### src/design/omc_regs.svh
`ifndef OMC_REGS_SVH
`define OMC_REGS_SVH

// Mode control encodings carried in the 3-bit mode_code field
`define OMC_MODE_CTRL_ADDR 8'h01
`define OMC_MC_SLEEP 3'h1
`define OMC_MC_STANDBY 3'h4
`define OMC_MC_NORMAL 3'h7

// Clock rate in MHz (50 ns period)
`define OMC_CLK_MHZ 20

// Start-up delay after power-on; least time, rounds up
`define OMC_STARTUP_TIME_US 1000
`define OMC_STARTUP_CYCLES ((`OMC_STARTUP_TIME_US * `OMC_CLK_MHZ) + 0)
`define OMC_STARTUP_W 16

// Supply undervoltage detection time; "longer than", so a least time
`define OMC_UV_DET_TIME_US 10
`define OMC_UV_DET_CYCLES (`OMC_UV_DET_TIME_US * `OMC_CLK_MHZ)
`define OMC_UV_W 8

// Reset values of the configuration bits
`define OMC_RST_CAN_WAKE_EN 1'h1
`define OMC_RST_WAKE_FALL_EN 1'h1
`define OMC_RST_WAKE_RISE_EN 1'h1
`define OMC_RST_SEL_WAKE_EN 1'h0
`define OMC_RST_SPI_FAULT_EN 1'h0
`define OMC_RST_OTW_IRQ_EN 1'h0

`endif

### src/design/omc_pkg.sv
package omc_pkg;

    typedef enum logic [2:0] {
        MODE_OFF,
        MODE_STANDBY,
        MODE_NORMAL,
        MODE_SLEEP,
        MODE_OVERTEMP
    } omc_mode_t;

    typedef struct packed {
        logic can_wake_enable;
        logic wake_pin_falling_enable;
        logic wake_pin_rising_enable;
        logic selective_wake_enable;
        logic spi_fault_detect_enable;
        logic overheat_warning_irq_enable;
    } omc_cfg_t;

    typedef struct packed {
        logic forced_sleep_flag;
        logic overheat_warning_state;
        logic first_normal_pending;
    } omc_status_t;

    typedef struct packed {
        logic can_bus_wake;
        logic selective_wake;
        logic wake_pin_rise;
        logic wake_pin_fall;
        logic irq_event;
    } omc_events_t;

endpackage

### src/design/omc_uv_filter.sv
`timescale 1ns/100ps
`include "omc_regs.svh"

module omc_uv_filter (
    input wire logic i_clk,
    input wire logic i_rst_b,
    input wire logic i_low,
    output logic o_uv
);

    logic [`OMC_UV_W-1:0] cnt_ff;
    logic uv_ff;
    logic [`OMC_UV_W-1:0] nxt_cnt;
    logic nxt_uv;
    wire logic limit_hit;

    // Detected only once the supply stayed low past the detection time
    assign limit_hit = (cnt_ff == `OMC_UV_W'(`OMC_UV_DET_CYCLES));
    assign nxt_cnt = !i_low ? '0 : (limit_hit ? cnt_ff : cnt_ff + `OMC_UV_W'(1));
    assign nxt_uv = i_low & limit_hit;
    assign o_uv = uv_ff;

    always_ff @(posedge i_clk or negedge i_rst_b) begin
        if (!i_rst_b) begin
            cnt_ff <= '0;
            uv_ff <= 1'b0;
        end else begin
            cnt_ff <= nxt_cnt;
            uv_ff <= nxt_uv;
        end
    end

endmodule

### src/design/omc_startup_timer.sv
`timescale 1ns/100ps
`include "omc_regs.svh"

module omc_startup_timer (
    input wire logic i_clk,
    input wire logic i_rst_b,
    input wire logic i_run,
    input wire logic [`OMC_STARTUP_W-1:0] i_limit,
    output logic o_done
);

    logic [`OMC_STARTUP_W-1:0] cnt_ff;
    logic [`OMC_STARTUP_W-1:0] nxt_cnt;
    wire logic at_limit;

    // Restarts whenever the run condition drops, e.g. battery sagging again
    assign at_limit = (cnt_ff >= i_limit);
    assign nxt_cnt = !i_run ? '0 : (at_limit ? cnt_ff : cnt_ff + `OMC_STARTUP_W'(1));
    assign o_done = i_run & at_limit;

    always_ff @(posedge i_clk or negedge i_rst_b) begin
        if (!i_rst_b) begin
            cnt_ff <= '0;
        end else begin
            cnt_ff <= nxt_cnt;
        end
    end

endmodule

### src/design/omc_mode_ctrl.sv
`timescale 1ns/100ps
`include "omc_regs.svh"


module omc_mode_ctrl #(
    parameter logic [`OMC_STARTUP_W-1:0] STARTUP_CYCLES = `OMC_STARTUP_W'(`OMC_STARTUP_CYCLES)
) (
    input wire logic i_clk,
    input wire logic i_rst_b,
    input wire logic i_bat_above_pon,
    input wire logic i_bat_below_poff,
    input wire logic i_vcc_low,
    input wire logic i_vio_low,
    input wire logic i_vio_valid,
    input wire logic i_temp_above_act,
    input wire logic i_temp_below_rel,
    input wire logic i_temp_above_warn,
    input wire logic i_mode_wr,
    input wire logic [2:0] i_mode_code,
    input wire logic i_spi_cmd,
    input wire omc_pkg::omc_events_t i_events,
    input wire logic i_selective_config_valid,
    input wire logic i_wake_clear,
    input wire logic i_warn_clear,
    input wire logic i_cfg_wr,
    input wire omc_pkg::omc_cfg_t i_cfg,
    output omc_pkg::omc_mode_t o_mode,
    output omc_pkg::omc_cfg_t o_cfg,
    output omc_pkg::omc_status_t o_status,
    output logic o_overheat_warning_event,
    output logic o_wake_pending,
    output logic o_receive_data_low,
    output logic o_regulator_inhibit_out,
    output logic o_regulator_inhibit_oe,
    output logic o_can_pins_oe,
    output logic o_can_trx_enable,
    output logic o_bus_monitor_enable,
    output logic o_selective_wake_active,
    output logic o_spi_active
);

    omc_pkg::omc_mode_t mode_ff;
    omc_pkg::omc_mode_t nxt_mode;
    omc_pkg::omc_cfg_t cfg_ff;
    omc_pkg::omc_cfg_t nxt_cfg;
    logic pending_ff;
    logic nxt_pending;
    logic forced_sleep_ff;
    logic nxt_forced_sleep;
    logic warn_state_ff;
    logic warn_event_ff;
    logic nxt_warn_event;
    logic first_normal_ff;
    logic nxt_first_normal;

    wire logic vcc_uv;
    wire logic vio_uv;
    wire logic supply_uv;
    wire logic startup_done;
    wire logic in_off;
    wire logic in_standby;
    wire logic in_normal;
    wire logic in_sleep;
    wire logic in_overtemp;
    wire logic wr_normal;
    wire logic wr_standby;
    wire logic wr_sleep;
    wire logic sleep_ok;
    wire logic sleep_refused;
    wire logic refusal_flag;
    wire logic detect_on;
    wire logic sel_active;
    wire logic bus_wake;
    wire logic pin_wake;
    wire logic new_wake;
    wire logic sleep_wake;
    wire logic force_sleep;
    wire logic cmd_sleep;
    wire logic warn_rise;
    wire logic sleep_blocked;

    omc_uv_filter u_vcc_uv (
        .i_clk(i_clk),
        .i_rst_b(i_rst_b),
        .i_low(i_vcc_low),
        .o_uv(vcc_uv)
    );

    omc_uv_filter u_vio_uv (
        .i_clk(i_clk),
        .i_rst_b(i_rst_b),
        .i_low(i_vio_low),
        .o_uv(vio_uv)
    );

    // Counts only while powering up from Off
    omc_startup_timer u_startup (
        .i_clk(i_clk),
        .i_rst_b(i_rst_b),
        .i_run(in_off & i_bat_above_pon & ~i_bat_below_poff),
        .i_limit(STARTUP_CYCLES),
        .o_done(startup_done)
    );

    assign in_off = (mode_ff == omc_pkg::MODE_OFF);
    assign in_standby = (mode_ff == omc_pkg::MODE_STANDBY);
    assign in_normal = (mode_ff == omc_pkg::MODE_NORMAL);
    assign in_sleep = (mode_ff == omc_pkg::MODE_SLEEP);
    assign in_overtemp = (mode_ff == omc_pkg::MODE_OVERTEMP);

    // Codes other than the three known ones decode to nothing
    assign wr_normal = i_mode_wr & (i_mode_code == `OMC_MC_NORMAL);
    assign wr_standby = i_mode_wr & (i_mode_code == `OMC_MC_STANDBY);
    assign wr_sleep = i_mode_wr & (i_mode_code == `OMC_MC_SLEEP);

    assign supply_uv = vcc_uv | vio_uv;

    // Wake detection; none in Off or Overtemp
    assign detect_on = in_standby | in_normal | in_sleep;
    assign sel_active = cfg_ff.selective_wake_enable & i_selective_config_valid;
    assign bus_wake = cfg_ff.can_wake_enable &
        (sel_active ? i_events.selective_wake : i_events.can_bus_wake);
    assign pin_wake = (cfg_ff.wake_pin_rising_enable & i_events.wake_pin_rise) |
        (cfg_ff.wake_pin_falling_enable & i_events.wake_pin_fall);
    assign new_wake = detect_on & (bus_wake | pin_wake | i_events.irq_event);

    // Sleep request check also refuses on a wake event arriving in the same cycle
    assign sleep_ok = ~pending_ff & ~new_wake &
        (cfg_ff.can_wake_enable | cfg_ff.wake_pin_falling_enable |
        cfg_ff.wake_pin_rising_enable);
    // Battery loss or overtemp wins the mode, so Sleep side effects must not apply
    assign sleep_blocked = i_bat_below_poff | (in_normal & i_temp_above_act);
    assign cmd_sleep = wr_sleep & (in_normal | in_standby) & sleep_ok & ~sleep_blocked;
    assign sleep_refused = wr_sleep & (in_normal | in_standby) & ~sleep_ok;
    assign refusal_flag = sleep_refused & cfg_ff.spi_fault_detect_enable;
    assign force_sleep = supply_uv & (in_normal | in_standby) & ~sleep_blocked;

    // An SPI command counts as a wake only with a valid I/O supply
    assign sleep_wake = new_wake | pending_ff | (i_spi_cmd & i_vio_valid);

    always_comb begin
        nxt_mode = mode_ff;
        case (mode_ff)
            omc_pkg::MODE_OFF: begin
                if (startup_done) begin
                    nxt_mode = omc_pkg::MODE_STANDBY;
                end
            end
            omc_pkg::MODE_NORMAL: begin
                if (i_temp_above_act) begin
                    nxt_mode = omc_pkg::MODE_OVERTEMP;
                end else if (force_sleep | cmd_sleep) begin
                    nxt_mode = omc_pkg::MODE_SLEEP;
                end else if (wr_standby | sleep_refused) begin
                    nxt_mode = omc_pkg::MODE_STANDBY;
                end
            end
            omc_pkg::MODE_STANDBY: begin
                if (force_sleep | cmd_sleep) begin
                    nxt_mode = omc_pkg::MODE_SLEEP;
                end else if (wr_normal) begin
                    nxt_mode = omc_pkg::MODE_NORMAL;
                end
            end
            omc_pkg::MODE_SLEEP: begin
                if (wr_normal) begin
                    nxt_mode = omc_pkg::MODE_NORMAL;
                end else if (wr_standby | sleep_wake) begin
                    nxt_mode = omc_pkg::MODE_STANDBY;
                end
            end
            omc_pkg::MODE_OVERTEMP: begin
                if (i_temp_below_rel) begin
                    nxt_mode = omc_pkg::MODE_STANDBY;
                end
            end
            default: begin
                nxt_mode = omc_pkg::MODE_OFF;
            end
        endcase
        // Battery loss overrides everything
        if (i_bat_below_poff) begin
            nxt_mode = omc_pkg::MODE_OFF;
        end
    end

    // Pending wake: new events win over the host clear
    always_comb begin
        nxt_pending = pending_ff;
        if (i_wake_clear) begin
            nxt_pending = 1'b0;
        end
        if (new_wake | refusal_flag) begin
            nxt_pending = 1'b1;
        end
        if (force_sleep | i_bat_below_poff | in_off) begin
            nxt_pending = 1'b0;
        end
    end

    // Forced Sleep rewrites wake sources so the node cannot deadlock asleep
    always_comb begin
        nxt_cfg = cfg_ff;
        if (i_cfg_wr) begin
            nxt_cfg = i_cfg;
        end
        if (force_sleep) begin
            nxt_cfg.can_wake_enable = 1'b1;
            nxt_cfg.wake_pin_falling_enable = 1'b1;
            nxt_cfg.wake_pin_rising_enable = 1'b1;
            nxt_cfg.selective_wake_enable = 1'b0;
        end
    end

    assign nxt_forced_sleep = force_sleep ? 1'b1 :
        (cmd_sleep ? 1'b0 : forced_sleep_ff);

    assign nxt_first_normal = first_normal_ff & (nxt_mode != omc_pkg::MODE_NORMAL);

    // Overheat event is sticky; a new warning edge wins over clear
    assign warn_rise = i_temp_above_warn & ~warn_state_ff;
    assign nxt_warn_event = (warn_rise & cfg_ff.overheat_warning_irq_enable) |
        (warn_event_ff & ~i_warn_clear);

    always_ff @(posedge i_clk or negedge i_rst_b) begin
        if (!i_rst_b) begin
            mode_ff <= omc_pkg::MODE_OFF;
            pending_ff <= 1'b0;
            forced_sleep_ff <= 1'b0;
            warn_state_ff <= 1'b0;
            warn_event_ff <= 1'b0;
            first_normal_ff <= 1'b1;
        end else begin
            mode_ff <= nxt_mode;
            pending_ff <= nxt_pending;
            forced_sleep_ff <= nxt_forced_sleep;
            warn_state_ff <= i_temp_above_warn;
            warn_event_ff <= nxt_warn_event;
            first_normal_ff <= nxt_first_normal;
        end
    end

    always_ff @(posedge i_clk or negedge i_rst_b) begin
        if (!i_rst_b) begin
            cfg_ff.can_wake_enable <= `OMC_RST_CAN_WAKE_EN;
            cfg_ff.wake_pin_falling_enable <= `OMC_RST_WAKE_FALL_EN;
            cfg_ff.wake_pin_rising_enable <= `OMC_RST_WAKE_RISE_EN;
            cfg_ff.selective_wake_enable <= `OMC_RST_SEL_WAKE_EN;
            cfg_ff.spi_fault_detect_enable <= `OMC_RST_SPI_FAULT_EN;
            cfg_ff.overheat_warning_irq_enable <= `OMC_RST_OTW_IRQ_EN;
        end else begin
            cfg_ff <= nxt_cfg;
        end
    end

    assign o_mode = mode_ff;
    assign o_cfg = cfg_ff;
    assign o_status.forced_sleep_flag = forced_sleep_ff;
    assign o_status.overheat_warning_state = warn_state_ff;
    assign o_status.first_normal_pending = first_normal_ff;
    assign o_overheat_warning_event = warn_event_ff;
    assign o_wake_pending = pending_ff;

    // Pending wake holds receive data low in every powered mode
    assign o_receive_data_low = pending_ff & ~in_off;

    // Inhibit driven high in Standby, Normal, Overtemp; floating in Sleep and Off
    assign o_regulator_inhibit_oe = in_standby | in_normal | in_overtemp;
    assign o_regulator_inhibit_out = o_regulator_inhibit_oe;

    // Transmit and receive only in Normal; CAN pins float in Off and Overtemp
    assign o_can_trx_enable = in_normal;
    assign o_can_pins_oe = ~(in_off | in_overtemp);
    assign o_bus_monitor_enable = detect_on & cfg_ff.can_wake_enable;
    assign o_selective_wake_active = sel_active;
    assign o_spi_active = in_standby | in_normal | (in_sleep & i_vio_valid);

endmodule

### config.mk
export PLATFORM = sky130hd
export DESIGN_NAME = omc_mode_ctrl
export DESIGN_NICKNAME = d
export VERILOG_FILES = /design/src/design/omc_pkg.sv /design/src/design/omc_uv_filter.sv /design/src/design/omc_startup_timer.sv /design/src/design/omc_mode_ctrl.sv
export VERILOG_INCLUDE_DIRS = /design/src /design/src/design
export SDC_FILE = /design/constraint.sdc
export NUM_CORES = 1
export LEC_CHECK = 0
export ABC_AREA = 1
export BUFFER_PORTS_ARGS = -buffer_cell sky130_fd_sc_hd__buf_2
export CAP_MARGIN = 20
export CORE_MARGIN = 2
export CORE_UTILIZATION = 32
export DETAILED_ROUTE_END_ITERATION = 12
export HOLD_SLACK_MARGIN = 0.08
export PLACE_DENSITY = 0.54
export SYNTH_ARGS = -nofsm -noshare
export SYNTH_HDL_FRONTEND = slang
export SYNTH_SLANG_ARGS = --single-unit
### constraint.sdc
create_clock -name i_clk -period 2.05 [get_ports i_clk]
set_clock_uncertainty 0.2 [all_clocks]
set_input_delay 0.41 -clock i_clk [delete_from_list [all_inputs] [get_ports i_clk]]
set_output_delay 0.41 -clock i_clk [all_outputs]
set_load 0.01 [all_outputs]
==> impl_metrics.yaml <==
placed_design:
  postPlaceCellArea_mm2: 0.00307
  gp_congestion: 0.820
  dp_slack_ps: 166
  dp_cells: 493
  io_buffers: 51
  dp_hpwl_um: 4560
synthesis:
  synth_area_leaders: "dfrtp_1 (41%), inv_1 (7.4%), nand2_1 (7.4%)"
  yosys_warnings: 0
  synth_enable_flop_cells: 0
  yosysTopAreaCell: "dfrtp_1"
  synth_area_mm2: 0.00269
  synth_flop_cell: "dfrtp_1"
  syn_avg_cell_area_um2: 7.96
  synthDistinctLibCells: 39
  synthTopCellsByCount: "inv_1 (53), nand2_1 (53), dfrtp_1 (44)"
  syn-num-nets: 374
  synth_seq_area_share_pct: 44.8
  synth_seq_cells: 48
  yosysTopAreaCellShare_pct: 40.9
  async_flop_share_pct: 100
  synthCells: 338
sta:
  setup_viol: 0
  maxSlewHeadroom_pct: 71.1
  tightestPinTransition_ps: 430
  fmax_mhz: 512
  hold_violations: 0
  rsz0062_at_grt: "true"
  report.final.slew_viol_count: 0
  finalCriticalPeriod_ps: 1950
  min_period_over_period_pct: 95.3
  worst_slack_ps: 95.5
routing:
  highest_layer: "met4"
  vias: 2324
  firstDrtPassIters: 4
  antenna_left: 0
  viasPerCell: 4.58
  drc: 0
  route.met3.wl_um: 220
  routed_wl_um: 5770
  wl_met1_um: 2770
  wl_met2_um: 2710
  first_iter_violations: 114
  wl_per_cell_um: 11.4
clock_network:
  cts_root_buffer: "clkbuf_8"
  insertion_delay_ps: 300
  cts_tree: "built"
  cts_made_buffers: 5
  htree_levels: 2
  path_clk_slew_ps: 90
  clock_sinks: 48
  clockBufferDepth: 2
final_layout:
  drive_gt1_share_pct: 27.1
  syn_to_final_growth_pct: 21.7
  num_antenna_cells: 0
  stdcell_count: 507
  final_util_pct: 40.1
  fin_area_mm2: 0.00327
  fin_nets: 437
min_path:
  worstHoldEndpoint: "o_cfg[1]$_DFFE_PN0P_"
  min_path_cells: 3
  worstHoldStart: "i_cfg[1]"
  min_path_type: "in -> reg"
global_route:
  grt_use_total_pct: 13.9
  antenna_found_initial: 0
  grt_pass1_vias: 2296
  gr-total-overflow: 0
  grt_pass1_wl_um: 10000
  grt_max_degree: 21
critical_path:
  crit_start: "o_mode[1]$_DFF_PN0_"
  timing.rr.end: "first_normal_ff$_DFF_PN1_"
  end_kind: "output pin"
  crit_required_ps: 1440
  reg2reg_slack_ps: 190
  r2r_cells: 12
  worstPathArrival_ps: 1340
  start_kind: "register"
  r2r-start: "o_mode[0]$_DFF_PN0_"
  crit_fanout: 6
  crit_type: "reg -> out"
job:
  maxCapViolations: 0
power:
  leakage_uw: 0.00161
  powerDensity_mw_per_mm2: 574
  ir_drop_mv: 0.363
  finalPower_uw: 1880
floorplanning:
  core_mm2: 0.00818
  initial_utilization_pct: 32.9
  pin_count: 52
  die_area_mm2: 0.00916
  rows: 33
  die_h_um: 95.7
  dieWidth_um: 95.7
outcome:
  status: "complete, no violations"
## logic make-up (layout without fill, tap and decap cells)
kind of cell | Yosys count | after routing | share of synthesized area, %
buf+inv | 68 | 132 | 10.0
flops | 48 | 48 | 44.8
simple gates | 163 | 163 | 30.7
fa+ha+maj | 6 | 6 | 2.79
xor+xnor | 3 | 3 | 0.977
compound gates | 50 | 50 | 10.7
## power by group
group | leakage, uW | internal (uW) | switching (uW) | total [uW]
sequential | 0.000634 | 976 | 17.7 | 994
clock | 0.0000614 | 399 | 307 | 705
combinational | 0.000912 | 72.9 | 106 | 179
total | 0.00161 | 1450 | 430 | 1880
## sequential cells by signal (all words and copies together) (netlist names)
name and flops:
u_startup.cnt_ff 16, u_vcc_uv.cnt_ff 8, u_vio_uv.cnt_ff 8, o_cfg 6, o_mode 3, first_normal_ff 1
forced_sleep_ff 1, o_overheat_warning_event 1, o_wake_pending 1, u_vcc_uv.o_uv 1, u_vio_uv.o_uv 1, warn_state_ff 1
## layout by cell type (no fill, tap or decap), drive strengths merged
cell / n
o21a: 1
clkbuf: 6
nand4: 7
nand2: 58
a21boi: 1
a311oi: 1
o21ai: 18
xor2: 3
or2: 2
inv: 63
dfstp: 4
a31oi: 1
nand3: 26
nor3: 20
dfrtp: 44
dlygate4sd3: 3
and3: 2
o211ai: 1
a32o: 1
a211oi: 2
ha: 6
nor4: 6
bufinv: 1
nor2: 42
buf: 58
a21oi: 23
clkinv: 1
o2bb2ai: 1
## worst max-delay path by stage
| stage | to | slack [ps] |
|---|---|---|
| floorplan | first_normal_ff$_DFF_PN1_ | 310 |
| global placement | first_normal_ff$_DFF_PN1_ | 210 |
| detailed placement | first_normal_ff$_DFF_PN1_ | 170 |
| CTS | o_spi_active | 8 |
| global route | first_normal_ff$_DFF_PN1_ | -30 |
| finish | o_receive_data_low | 100 |
## per-stage QoR
| stage | setup TNS, ps | hold slack [ps] |
|---|---|---|
| after floorplan | 0 | -85.6 |
| after global placement | 0 | 177 |
| after detailed placement | 0 | 182 |
| after CTS | 0 | 103 |
| after global routing | -47.4 | 113 |
| final | 0 | 111 |
## final cells by class
cell class              count  area [um2]
clock buffers               6        82.6
clock inverters             2        38.8
fillers                   879        4900
inverters                  63         236
multi-input cells         222        1240
flip-flops and latches     48        1210
well taps                 105         131
repair buffers             61         338
## worst max-delay path, cell delays in order, from the launching register on
cell	delay (ps)
dfrtp_2	470
nor2_4	180
inv_2	70
nor2_4	130
nor2_1	50
buf_2	140
## timing repair
action | in CTS | in global routing
setup endpoints to repair | 2 | 5
endpoints found under the hold margin | 17 | 0
gates resized for setup | 2 | 6
pin swaps | 0 | 3
buffers inserted | 0 | 3
hold buffers | 3 | 0
## metal layers
metal | GRT usage (%) | up-vias
li1 | - | 1216
met1 | 17.8 | 1062
met2 | 23.8 | 42
met3 | 2.61 | 4
met4 | 4.29 | 0
met5 | 0 | -
Power figures use the tool's default switching activity.
